File: config.mk
export PLATFORM = sky130hd
export DESIGN_NAME = tssc_sync_ctrl
export DESIGN_NICKNAME = d
export VERILOG_FILES = /design/src/rtl/tssc_pkg.sv /design/src/rtl/tssc_edge_det.sv /design/src/rtl/tssc_lmfc_counter.sv /design/src/rtl/tssc_sync_ctrl.sv
export SDC_FILE = /design/constraint.sdc
export NUM_CORES = 1
export LEC_CHECK = 0
export BUFFER_PORTS_ARGS = -buffer_cell sky130_fd_sc_hd__buf_2
export CORE_MARGIN = 5
export CORE_UTILIZATION = 56
export CTS_CLUSTER_DIAMETER = 50
export CTS_CLUSTER_SIZE = 16
export DETAILED_ROUTE_END_ITERATION = 8
export PLACE_DENSITY = 0.85
export SYNTH_ARGS = -nofsm -noshare
export SYNTH_HDL_FRONTEND = slang
export SYNTH_HIERARCHICAL = 1
export SYNTH_SLANG_ARGS = --single-unit
File: constraint.sdc
create_clock -name core_clk_in -period 7.3 [get_ports core_clk_in]
set_clock_uncertainty 0.2 [all_clocks]
set_input_delay 1.46 -clock core_clk_in [delete_from_list [all_inputs] [get_ports core_clk_in]]
set_output_delay 1.46 -clock core_clk_in [all_outputs]
set_load 0.01 [all_outputs]
File: src/rtl/tssc_pkg.sv
// Package for the transmit SYNC_N / SYSREF control block.
// Assumes a single 200 MHz link-side clock and a plain register port.
package tssc_pkg;

    ////////////////////////////////////////////////////////////////////////////
    // Register offsets
    localparam logic [7:0] TSSC_CTRL_OFS = 8'h54;
    localparam logic [7:0] TSSC_ERR_OFS = 8'h60;
    localparam logic [7:0] TSSC_MASK_OFS = 8'h64;
    localparam logic [7:0] TSSC_STAT_OFS = 8'h80;

    ////////////////////////////////////////////////////////////////////////////
    // Control register field positions
    localparam int TSSC_CTRL_REINIT_POS = 0;
    localparam int TSSC_CTRL_CONT_POS = 1;
    localparam int TSSC_CTRL_ONESHOT_POS = 2;
    localparam int TSSC_CTRL_SPARE_LSB = 3;
    localparam int TSSC_CTRL_SPARE_MSB = 6;
    localparam int TSSC_CTRL_OFFSET_LSB = 12;
    localparam int TSSC_CTRL_OFFSET_MSB = 19;

    // Error register field positions
    localparam int TSSC_ERR_LMFC_POS = 1;
    localparam int TSSC_ERR_REINIT_POS = 4;

    // Status word field positions
    localparam int TSSC_STAT_SYNCN_POS = 0;
    localparam int TSSC_STAT_SEEN_POS = 1;
    localparam int TSSC_STAT_STATE_LSB = 2;

    ////////////////////////////////////////////////////////////////////////////
    // Reset values and write masks
    localparam logic [31:0] TSSC_CTRL_RESET = 32'h0000_0004;
    localparam logic [31:0] TSSC_ERR_RESET = 32'h0000_0000;
    localparam logic [31:0] TSSC_MASK_RESET = 32'h0000_0000;
    localparam logic [31:0] TSSC_CTRL_WMASK = 32'h000F_F07F;
    localparam logic [31:0] TSSC_ERR_WMASK = 32'h0000_0012;

    // Default multiframe shape, F octets times K frames
    localparam int TSSC_F_DEFAULT = 2;
    localparam int TSSC_K_DEFAULT = 32;
    localparam int TSSC_LMFC_DIV = 4;

    ////////////////////////////////////////////////////////////////////////////
    // Link state, one-hot
    typedef enum logic [2:0] {
        TSSC_ST_CGS = 3'b001,
        TSSC_ST_ILAS = 3'b010,
        TSSC_ST_DATA = 3'b100
    } tssc_state_type;

    // Register bus request
    typedef struct packed {
        logic wr;
        logic rd;
        logic [7:0] addr;
        logic [31:0] wdata;
    } tssc_bus_req_type;

    // Link-facing status
    typedef struct packed {
        logic cgs;
        logic ilas;
        logic data;
        logic k28_5;
    } tssc_link_type;

endpackage : tssc_pkg

File: src/rtl/tssc_edge_det.sv
// Rising edge detector for a synchronous level.
// Assumes the input is already synchronous to the clock.
`timescale 1ns/1ps
module tssc_edge_det (
    input wire logic core_clk_in,
    input wire logic reset_in,
    input wire logic level_in,
    output logic rise_out
);

    logic prev_q;
    logic prev_d;

    always_comb begin
        prev_d = level_in;
    end

    always_ff @(posedge core_clk_in) begin
        if (reset_in) begin
            prev_q <= 1'b0;
        end else begin
            prev_q <= prev_d;
        end
    end

    assign rise_out = level_in & ~prev_q;

endmodule : tssc_edge_det

File: src/rtl/tssc_lmfc_counter.sv
// Local multiframe counter with loadable offset and period check.
// Assumes load and period check strobes come from the control logic.
`timescale 1ns/1ps
module tssc_lmfc_counter #(
    parameter int PERIOD = 16,
    parameter int W = 8
) (
    input wire logic core_clk_in,
    input wire logic reset_in,
    input wire logic load_in,
    input wire logic [W-1:0] offset_in,
    input wire logic check_in,
    output logic boundary_out,
    output logic mismatch_out
);

    localparam logic [W-1:0] LAST = W'(PERIOD - 1);

    logic [W-1:0] cnt_q;
    logic [W-1:0] cnt_d;
    logic [W-1:0] load_val;

    // Out-of-range offset falls back to zero
    always_comb begin
        load_val = (offset_in > LAST) ? '0 : offset_in;
        if (load_in) begin
            cnt_d = load_val;
        end else if (cnt_q == LAST) begin
            cnt_d = '0;
        end else begin
            cnt_d = cnt_q + W'(1);
        end
    end

    always_ff @(posedge core_clk_in) begin
        if (reset_in) begin
            cnt_q <= '0;
        end else begin
            cnt_q <= cnt_d;
        end
    end

    assign boundary_out = (cnt_q == LAST);
    // Edge arriving where the free-running count would not land means period mismatch
    assign mismatch_out = check_in & (cnt_d != load_val | cnt_q != (load_val == '0 ? LAST
                          : load_val - W'(1)));

endmodule : tssc_lmfc_counter

File: src/rtl/tssc_sync_ctrl.sv
// Transmit SYNC_N / SYSREF control: LMFC alignment, CGS gate, period check, restart.
// Assumes SYSREF and SYNC_N are synchronous to core_clk_in; plain register port.
//
// Chosen here: strobed register access and the placing of the registers.
`timescale 1ns/1ps

////////////////////////////////////////////////////////////////////////////////
module tssc_sync_ctrl #(
    parameter int F = tssc_pkg::TSSC_F_DEFAULT,
    parameter int K = tssc_pkg::TSSC_K_DEFAULT,
    parameter int ILAS_MF = 4
) (
    input wire logic core_clk_in,
    input wire logic reset_in,
    input wire logic [7:0] reg_addr_in,
    input wire logic [31:0] reg_wdata_in,
    input wire logic reg_wr_in,
    input wire logic reg_rd_in,
    output logic [31:0] reg_rdata_out,
    input wire logic sysref_in,
    input wire logic sync_n_in,
    output logic link_cgs_out,
    output logic link_ilas_out,
    output logic link_data_out,
    output logic lmfc_tick_out,
    output logic irq_out
);

    localparam int PERIOD = (F * K) / tssc_pkg::TSSC_LMFC_DIV;

    ////////////////////////////////////////////////////////////////////////////
    // Bus request bundle
    tssc_pkg::tssc_bus_req_type req;
    assign req = '{wr: reg_wr_in, rd: reg_rd_in, addr: reg_addr_in, wdata: reg_wdata_in};

    logic wr_ctrl;
    logic wr_err;
    logic wr_mask;
    assign wr_ctrl = req.wr && req.addr == tssc_pkg::TSSC_CTRL_OFS;
    assign wr_err = req.wr && req.addr == tssc_pkg::TSSC_ERR_OFS;
    assign wr_mask = req.wr && req.addr == tssc_pkg::TSSC_MASK_OFS;

    ////////////////////////////////////////////////////////////////////////////
    // SYSREF edge and LMFC
    logic sysref_rise;
    logic boundary;
    logic mismatch;
    logic lmfc_load;
    logic period_check;
    logic [31:0] ctrl_q;
    logic [31:0] ctrl_d;

    tssc_edge_det u_sysref_edge (
        .core_clk_in(core_clk_in),
        .reset_in(reset_in),
        .level_in(sysref_in),
        .rise_out(sysref_rise)
    );

    logic oneshot;
    logic cont;
    assign oneshot = ctrl_q[tssc_pkg::TSSC_CTRL_ONESHOT_POS];
    assign cont = ctrl_q[tssc_pkg::TSSC_CTRL_CONT_POS];

    // Realign on any edge while either mode is armed
    assign lmfc_load = sysref_rise & (oneshot | cont);
    // Check only between two edges seen in continuous mode
    logic armed_q;
    logic armed_d;
    assign period_check = sysref_rise & cont & armed_q;

    tssc_lmfc_counter #(
        .PERIOD(PERIOD),
        .W(8)
    ) u_lmfc (
        .core_clk_in(core_clk_in),
        .reset_in(reset_in),
        .load_in(lmfc_load),
        .offset_in(ctrl_q[tssc_pkg::TSSC_CTRL_OFFSET_MSB:tssc_pkg::TSSC_CTRL_OFFSET_LSB]),
        .check_in(period_check),
        .boundary_out(boundary),
        .mismatch_out(mismatch)
    );

    always_comb begin
        armed_d = armed_q;
        if (!cont) begin
            armed_d = 1'b0;
        end else if (sysref_rise) begin
            armed_d = 1'b1;
        end
    end

    always_ff @(posedge core_clk_in) begin
        if (reset_in) begin
            armed_q <= 1'b0;
        end else begin
            armed_q <= armed_d;
        end
    end

    ////////////////////////////////////////////////////////////////////////////
    // Link state machine
    tssc_pkg::tssc_state_type state_q;
    tssc_pkg::tssc_state_type state_d;
    logic seen_q;
    logic seen_d;
    logic [7:0] ilas_cnt_q;
    logic [7:0] ilas_cnt_d;
    logic reinit_req;
    logic reinit_take;
    logic sync_drop;

    assign reinit_req = ctrl_q[tssc_pkg::TSSC_CTRL_REINIT_POS];
    assign sync_drop = ~sync_n_in & (state_q != tssc_pkg::TSSC_ST_CGS);
    assign reinit_take = reinit_req | sync_drop;

    always_comb begin
        state_d = state_q;
        ilas_cnt_d = ilas_cnt_q;
        seen_d = seen_q | sysref_rise;
        if (reinit_take) begin
            state_d = tssc_pkg::TSSC_ST_CGS;
            ilas_cnt_d = '0;
        end else begin
            unique case (state_q)
                tssc_pkg::TSSC_ST_CGS: begin
                    // Leaving early would give undeterministic latency
                    if (seen_q && !oneshot && boundary && sync_n_in) begin
                        state_d = tssc_pkg::TSSC_ST_ILAS;
                        ilas_cnt_d = '0;
                    end
                end
                tssc_pkg::TSSC_ST_ILAS: begin
                    if (boundary) begin
                        if (ilas_cnt_q == 8'(ILAS_MF - 1)) begin
                            state_d = tssc_pkg::TSSC_ST_DATA;
                        end else begin
                            ilas_cnt_d = ilas_cnt_q + 8'h01;
                        end
                    end
                end
                tssc_pkg::TSSC_ST_DATA: begin
                    state_d = tssc_pkg::TSSC_ST_DATA;
                end
                default: begin
                    state_d = tssc_pkg::TSSC_ST_CGS;
                end
            endcase
        end
    end

    always_ff @(posedge core_clk_in) begin
        if (reset_in) begin
            state_q <= tssc_pkg::TSSC_ST_CGS;
            seen_q <= 1'b0;
            ilas_cnt_q <= 8'h00;
        end else begin
            state_q <= state_d;
            seen_q <= seen_d;
            ilas_cnt_q <= ilas_cnt_d;
        end
    end

    ////////////////////////////////////////////////////////////////////////////
    // Control register
    always_comb begin
        ctrl_d = ctrl_q;
        if (wr_ctrl) begin
            ctrl_d = req.wdata & tssc_pkg::TSSC_CTRL_WMASK;
        end
        // Hardware clears win over a same-cycle write
        if (lmfc_load && oneshot) begin
            ctrl_d[tssc_pkg::TSSC_CTRL_ONESHOT_POS] = 1'b0;
        end
        if (reinit_req) begin
            ctrl_d[tssc_pkg::TSSC_CTRL_REINIT_POS] = 1'b0;
        end
    end

    always_ff @(posedge core_clk_in) begin
        if (reset_in) begin
            ctrl_q <= tssc_pkg::TSSC_CTRL_RESET;
        end else begin
            ctrl_q <= ctrl_d;
        end
    end

    ////////////////////////////////////////////////////////////////////////////
    // Error status and mask
    logic [31:0] err_q;
    logic [31:0] err_d;
    logic [31:0] mask_q;
    logic [31:0] mask_d;
    logic [31:0] err_set;

    always_comb begin
        err_set = '0;
        err_set[tssc_pkg::TSSC_ERR_LMFC_POS] = mismatch;
        err_set[tssc_pkg::TSSC_ERR_REINIT_POS] = sync_drop;
        err_d = err_q;
        if (wr_err) begin
            err_d = err_q & ~(req.wdata & tssc_pkg::TSSC_ERR_WMASK);
        end
        // Set wins over clear
        err_d = err_d | err_set;
        mask_d = wr_mask ? (req.wdata & tssc_pkg::TSSC_ERR_WMASK) : mask_q;
    end

    always_ff @(posedge core_clk_in) begin
        if (reset_in) begin
            err_q <= tssc_pkg::TSSC_ERR_RESET;
            mask_q <= tssc_pkg::TSSC_MASK_RESET;
        end else begin
            err_q <= err_d;
            mask_q <= mask_d;
        end
    end

    assign irq_out = |(err_q & mask_q);

    ////////////////////////////////////////////////////////////////////////////
    // Read port, data one cycle after the strobe
    logic [31:0] rdata_q;
    logic [31:0] rdata_d;
    logic [31:0] tx_status_word;

    always_comb begin
        tx_status_word = '0;
        tx_status_word[tssc_pkg::TSSC_STAT_SYNCN_POS] = sync_n_in;
        tx_status_word[tssc_pkg::TSSC_STAT_SEEN_POS] = seen_q;
        tx_status_word[tssc_pkg::TSSC_STAT_STATE_LSB +: 3] = state_q;
        rdata_d = '0;
        if (req.rd) begin
            unique case (req.addr)
                tssc_pkg::TSSC_CTRL_OFS: rdata_d = ctrl_q;
                tssc_pkg::TSSC_ERR_OFS: rdata_d = err_q;
                tssc_pkg::TSSC_MASK_OFS: rdata_d = mask_q;
                tssc_pkg::TSSC_STAT_OFS: rdata_d = tx_status_word;
                default: rdata_d = '0;
            endcase
        end
    end

    always_ff @(posedge core_clk_in) begin
        if (reset_in) begin
            rdata_q <= '0;
        end else begin
            rdata_q <= rdata_d;
        end
    end

    assign reg_rdata_out = rdata_q;

    ////////////////////////////////////////////////////////////////////////////
    // Link outputs; CGS means K28.5 is sent
    assign link_cgs_out = state_q[0];
    assign link_ilas_out = state_q[1];
    assign link_data_out = state_q[2];
    assign lmfc_tick_out = boundary;

endmodule : tssc_sync_ctrl

==> impl_results.md <==
* Root buf cell: clkbuf_8
* First-pass iteration count of the detailed router at 5
* Synth-to-Final Area Change at 10.4%
* Num CTS Buffers at 5
* Static Leak at 1.26 nW
* Crit Reg-Reg Startpoint: ctrl_q[19]
* Ports at 83
* Count leader, synth: dfxtp_1
* Crit-path max FO at 13
* Run status: finished clean
* Die height at 81.7 µm
* PortBufs at 48
* Hold path startpoint: ctrl_q[6]
* Crit path cell chain: ha_1 -> nand3_4 -> nor4_4 -> buf_2
* Final setup viols at 0
* Largest net degree at the start of global routing at 33
* FF-to-FF path depth at 9
* Reg-to-Reg End: err_q[1]
* Core Footprint at 5040 µm²
* Slew headroom at 32.9%
* All-Layer GR Usage at 18.5%
* Starting Density at 57.0%
* Worst setup EP type: primary output
* EDFF count, synth at 0
* Number of global-route vias before repair at 2234
* Cell family with most CP delay: simple AND/OR/NAND/NOR gates
* Flops & latches, synth at 56
* Top FF cell, synth: dfxtp_1
* Final min period at around 3700 ps
* Reg-to-reg slack, setup at 4180 ps
* Yosys top cell area share at 39.0%
* GRT busiest layer: met2
* Area leader, netlist: dfxtp_1
* Hold Path Stages at 2
* Synth top area cells: dfxtp_1 (39%), buf_4 (4.7%), a21oi_1 (4.0%)
* GR Layer Usage met1 at between 20% and 30%
* CTS max path bufs at 2
* Syn Inst Count at 317
* Warnings from Yosys at 6
* Reg clk slew, reported paths at between 100 and 150 ps
* Worst path bufs/invs at 1
* CTS tree: done
* Unique masters post-synth at 69
* Slew @ Worst Pin at around 1000 ps
* Avg Inst Size Synth at 9.07 µm²
* Global placement routability congestion at 0.928
* Die ar. at 6670 µm²
* Final Max Slew Viols at 0
* Commonest cells post-synth: dfxtp_1 (56), nand2_1 (28), nor2_1 (27), a21oi_1 (23), nand3_1 (21)
* First-pass GRT wire length at 9.90 mm
* Mapped cell area at 2880 µm²
* Unrepaired setup endpoints after global routing: no
* Asr flop ratio synth at 0%
* VDD IR max at approximately 0.13 mV
* Final hold viol count at 0
* Crit path required time at 5640 ps
* Post-CTS Resized at 0
* Seq/Total Area, Yosys at a little under 40%
* Max-cap violations at 0
* Crit-path slowest cell: nor4_4
* Final Cycle Share at 51.0%
* Final antenna-violating net count at 0
* WL/cell at 14.3 µm
* Fraction of layout cells with a size suffix above 1 at between 20% and 30%
* Drt initial violations at 136
* Critical Path Source Type: flip-flop
* Die X at 81.7 µm
* Number of diodes at 0
* Largest stage delay, worst path at roughly 660 ps
* Post-route setup TNS at 0 ps
* Total power draw at 0.525 mW
* Dpl hpwl at between 4 and 5 mm
* Hold path endpoint: ctrl_q[6]
* Detailed-route DRC error count at 0
* Nets@finish at 408
* Hold buffer count at cts at 0
* CP arrival at 2060 ps
* WL final at 6.15 mm
* F_max at 0.269 GHz
* Row count at 26
* Power Dens Cells at 165 nW/µm²
* Clk sinks at 56
* Type of the worst setup path: reg -> out
* Fillers at between 400 and 500
* Post-CTS setup buffers at 0
* Worst skew pair latency at 300 ps
* Initial antenna violation count at 0
* Met2 Use GR at 31.8%
* Worst hold path class: reg -> reg
* Met3 usage at 3.40%
* Via Count at 2435
* CTS H-Tree Depth at 2
* DR vias/cell at roughly 5.7
* GRT Residual Overflow at 0
[flip-flops by register name (all words and copies together), names as in the netlist]
name / flops
ctrl_q: 15
mask_q: 2
u_sysref_edge/prev_q: 1
state_q: 3
reg_rdata_out: 15
err_q: 2
armed_q: 1
seen_q: 1
ilas_cnt_q: 8
u_lmfc/cnt_q: 8
[metal layers]
metal | wire [µm] | vias up
li1 | - | 1205
met1 | 2720 | 1156
met2 | 3040 | 70
met3 | 364 | 4
met4 | 29 | 0
met5 | 0 | -
[per-stage QoR]
step	utilization, %	instance area, µm²	setup slack [ps]	hold slack, ps	std cells
after floorplan	-	2940	4090	232	333
after global placement	61.0	3080	3500	238	422
after detailed placement	61.0	3080	3450	246	422
after CTS	63.0	3170	3560	263	430
after global routing	63.0	3170	3410	277	430
final	63.0	3170	3580	260	430
[layout make-up]
type	count	area [µm²]	share of cell area, %
clock buffers	5	68.8	2.17
clock inverters	3	27.5	0.867
inverters	2	7.51	0.237
multi-input cells	246	1620	51.1
flip-flops and latches	56	1120	35.3
well taps	70	87.6	2.76
repair buffers	48	240	7.57
[cell usage in the layout (no fill, tap or decap), types with 3 or more instances in the layout]
cell type / netlist / final
dfxtp_1: 56 / 56
buf_2: 2 / 48
nand2_1: 28 / 28
nor2_1: 27 / 27
a21oi_1: 23 / 23
nand3_1: 21 / 21
conb_1: 1 / 17
and3_1: 15 / 15
nor3_1: 8 / 8
nor3b_1: 7 / 7
xor2_1: 7 / 7
nand4_1: 6 / 6
clkbuf_8: 0 / 5
o21a_1: 4 / 4
mux2_2: 4 / 4
o21ai_0: 4 / 4
a22oi_1: 4 / 4
o21ai_1: 3 / 3
nand2b_1: 3 / 3
nor4_4: 3 / 3
mux2i_1: 3 / 3
a31oi_1: 3 / 3
ha_1: 3 / 3
[worst reg2reg max path, delay by kind of cell (launching register included)]
family	cells	cell delay, ps
adders and majority gates	1	390
AOI/OAI and AO/OA	5	1060
and+or+nand+nor	3	980
DFF	1	360
[power by group]
group / total [mW] / switching, mW / internal [mW]
Combinational: 0.0393 / 0.0242 / 0.0151
Clock: 0.175 / 0.104 / 0.0707
Sequential: 0.311 / 0.00297 / 0.308
[worst max-delay path by stage]
stage                          from            end  slack (ps)  depth (start not counted)
global placement          sysref_in       err_q[1]        3500                          9
finish              u_lmfc/cnt_q[1]  lmfc_tick_out        3580                          4
detailed placement        sysref_in       err_q[1]        3450                          9
global route        u_lmfc/cnt_q[1]  lmfc_tick_out        3410                          4
CTS                 u_lmfc/cnt_q[1]  lmfc_tick_out        3560                          4
floorplan                 sysref_in       err_q[1]        4090                          8
[logic make-up after synthesis]
kind of cell / Yosys count / synth area share (%)
fa+ha+maj: 3 / 1.31
xor+xnor: 10 / 3.31
compound gates: 61 / 15.4
flops: 56 / 39.0
mux: 7 / 2.61
simple gates: 148 / 31.5
other cells: 1 / 0.130
buf+inv: 31 / 6.74
Power figures use the tool's default switching activity.
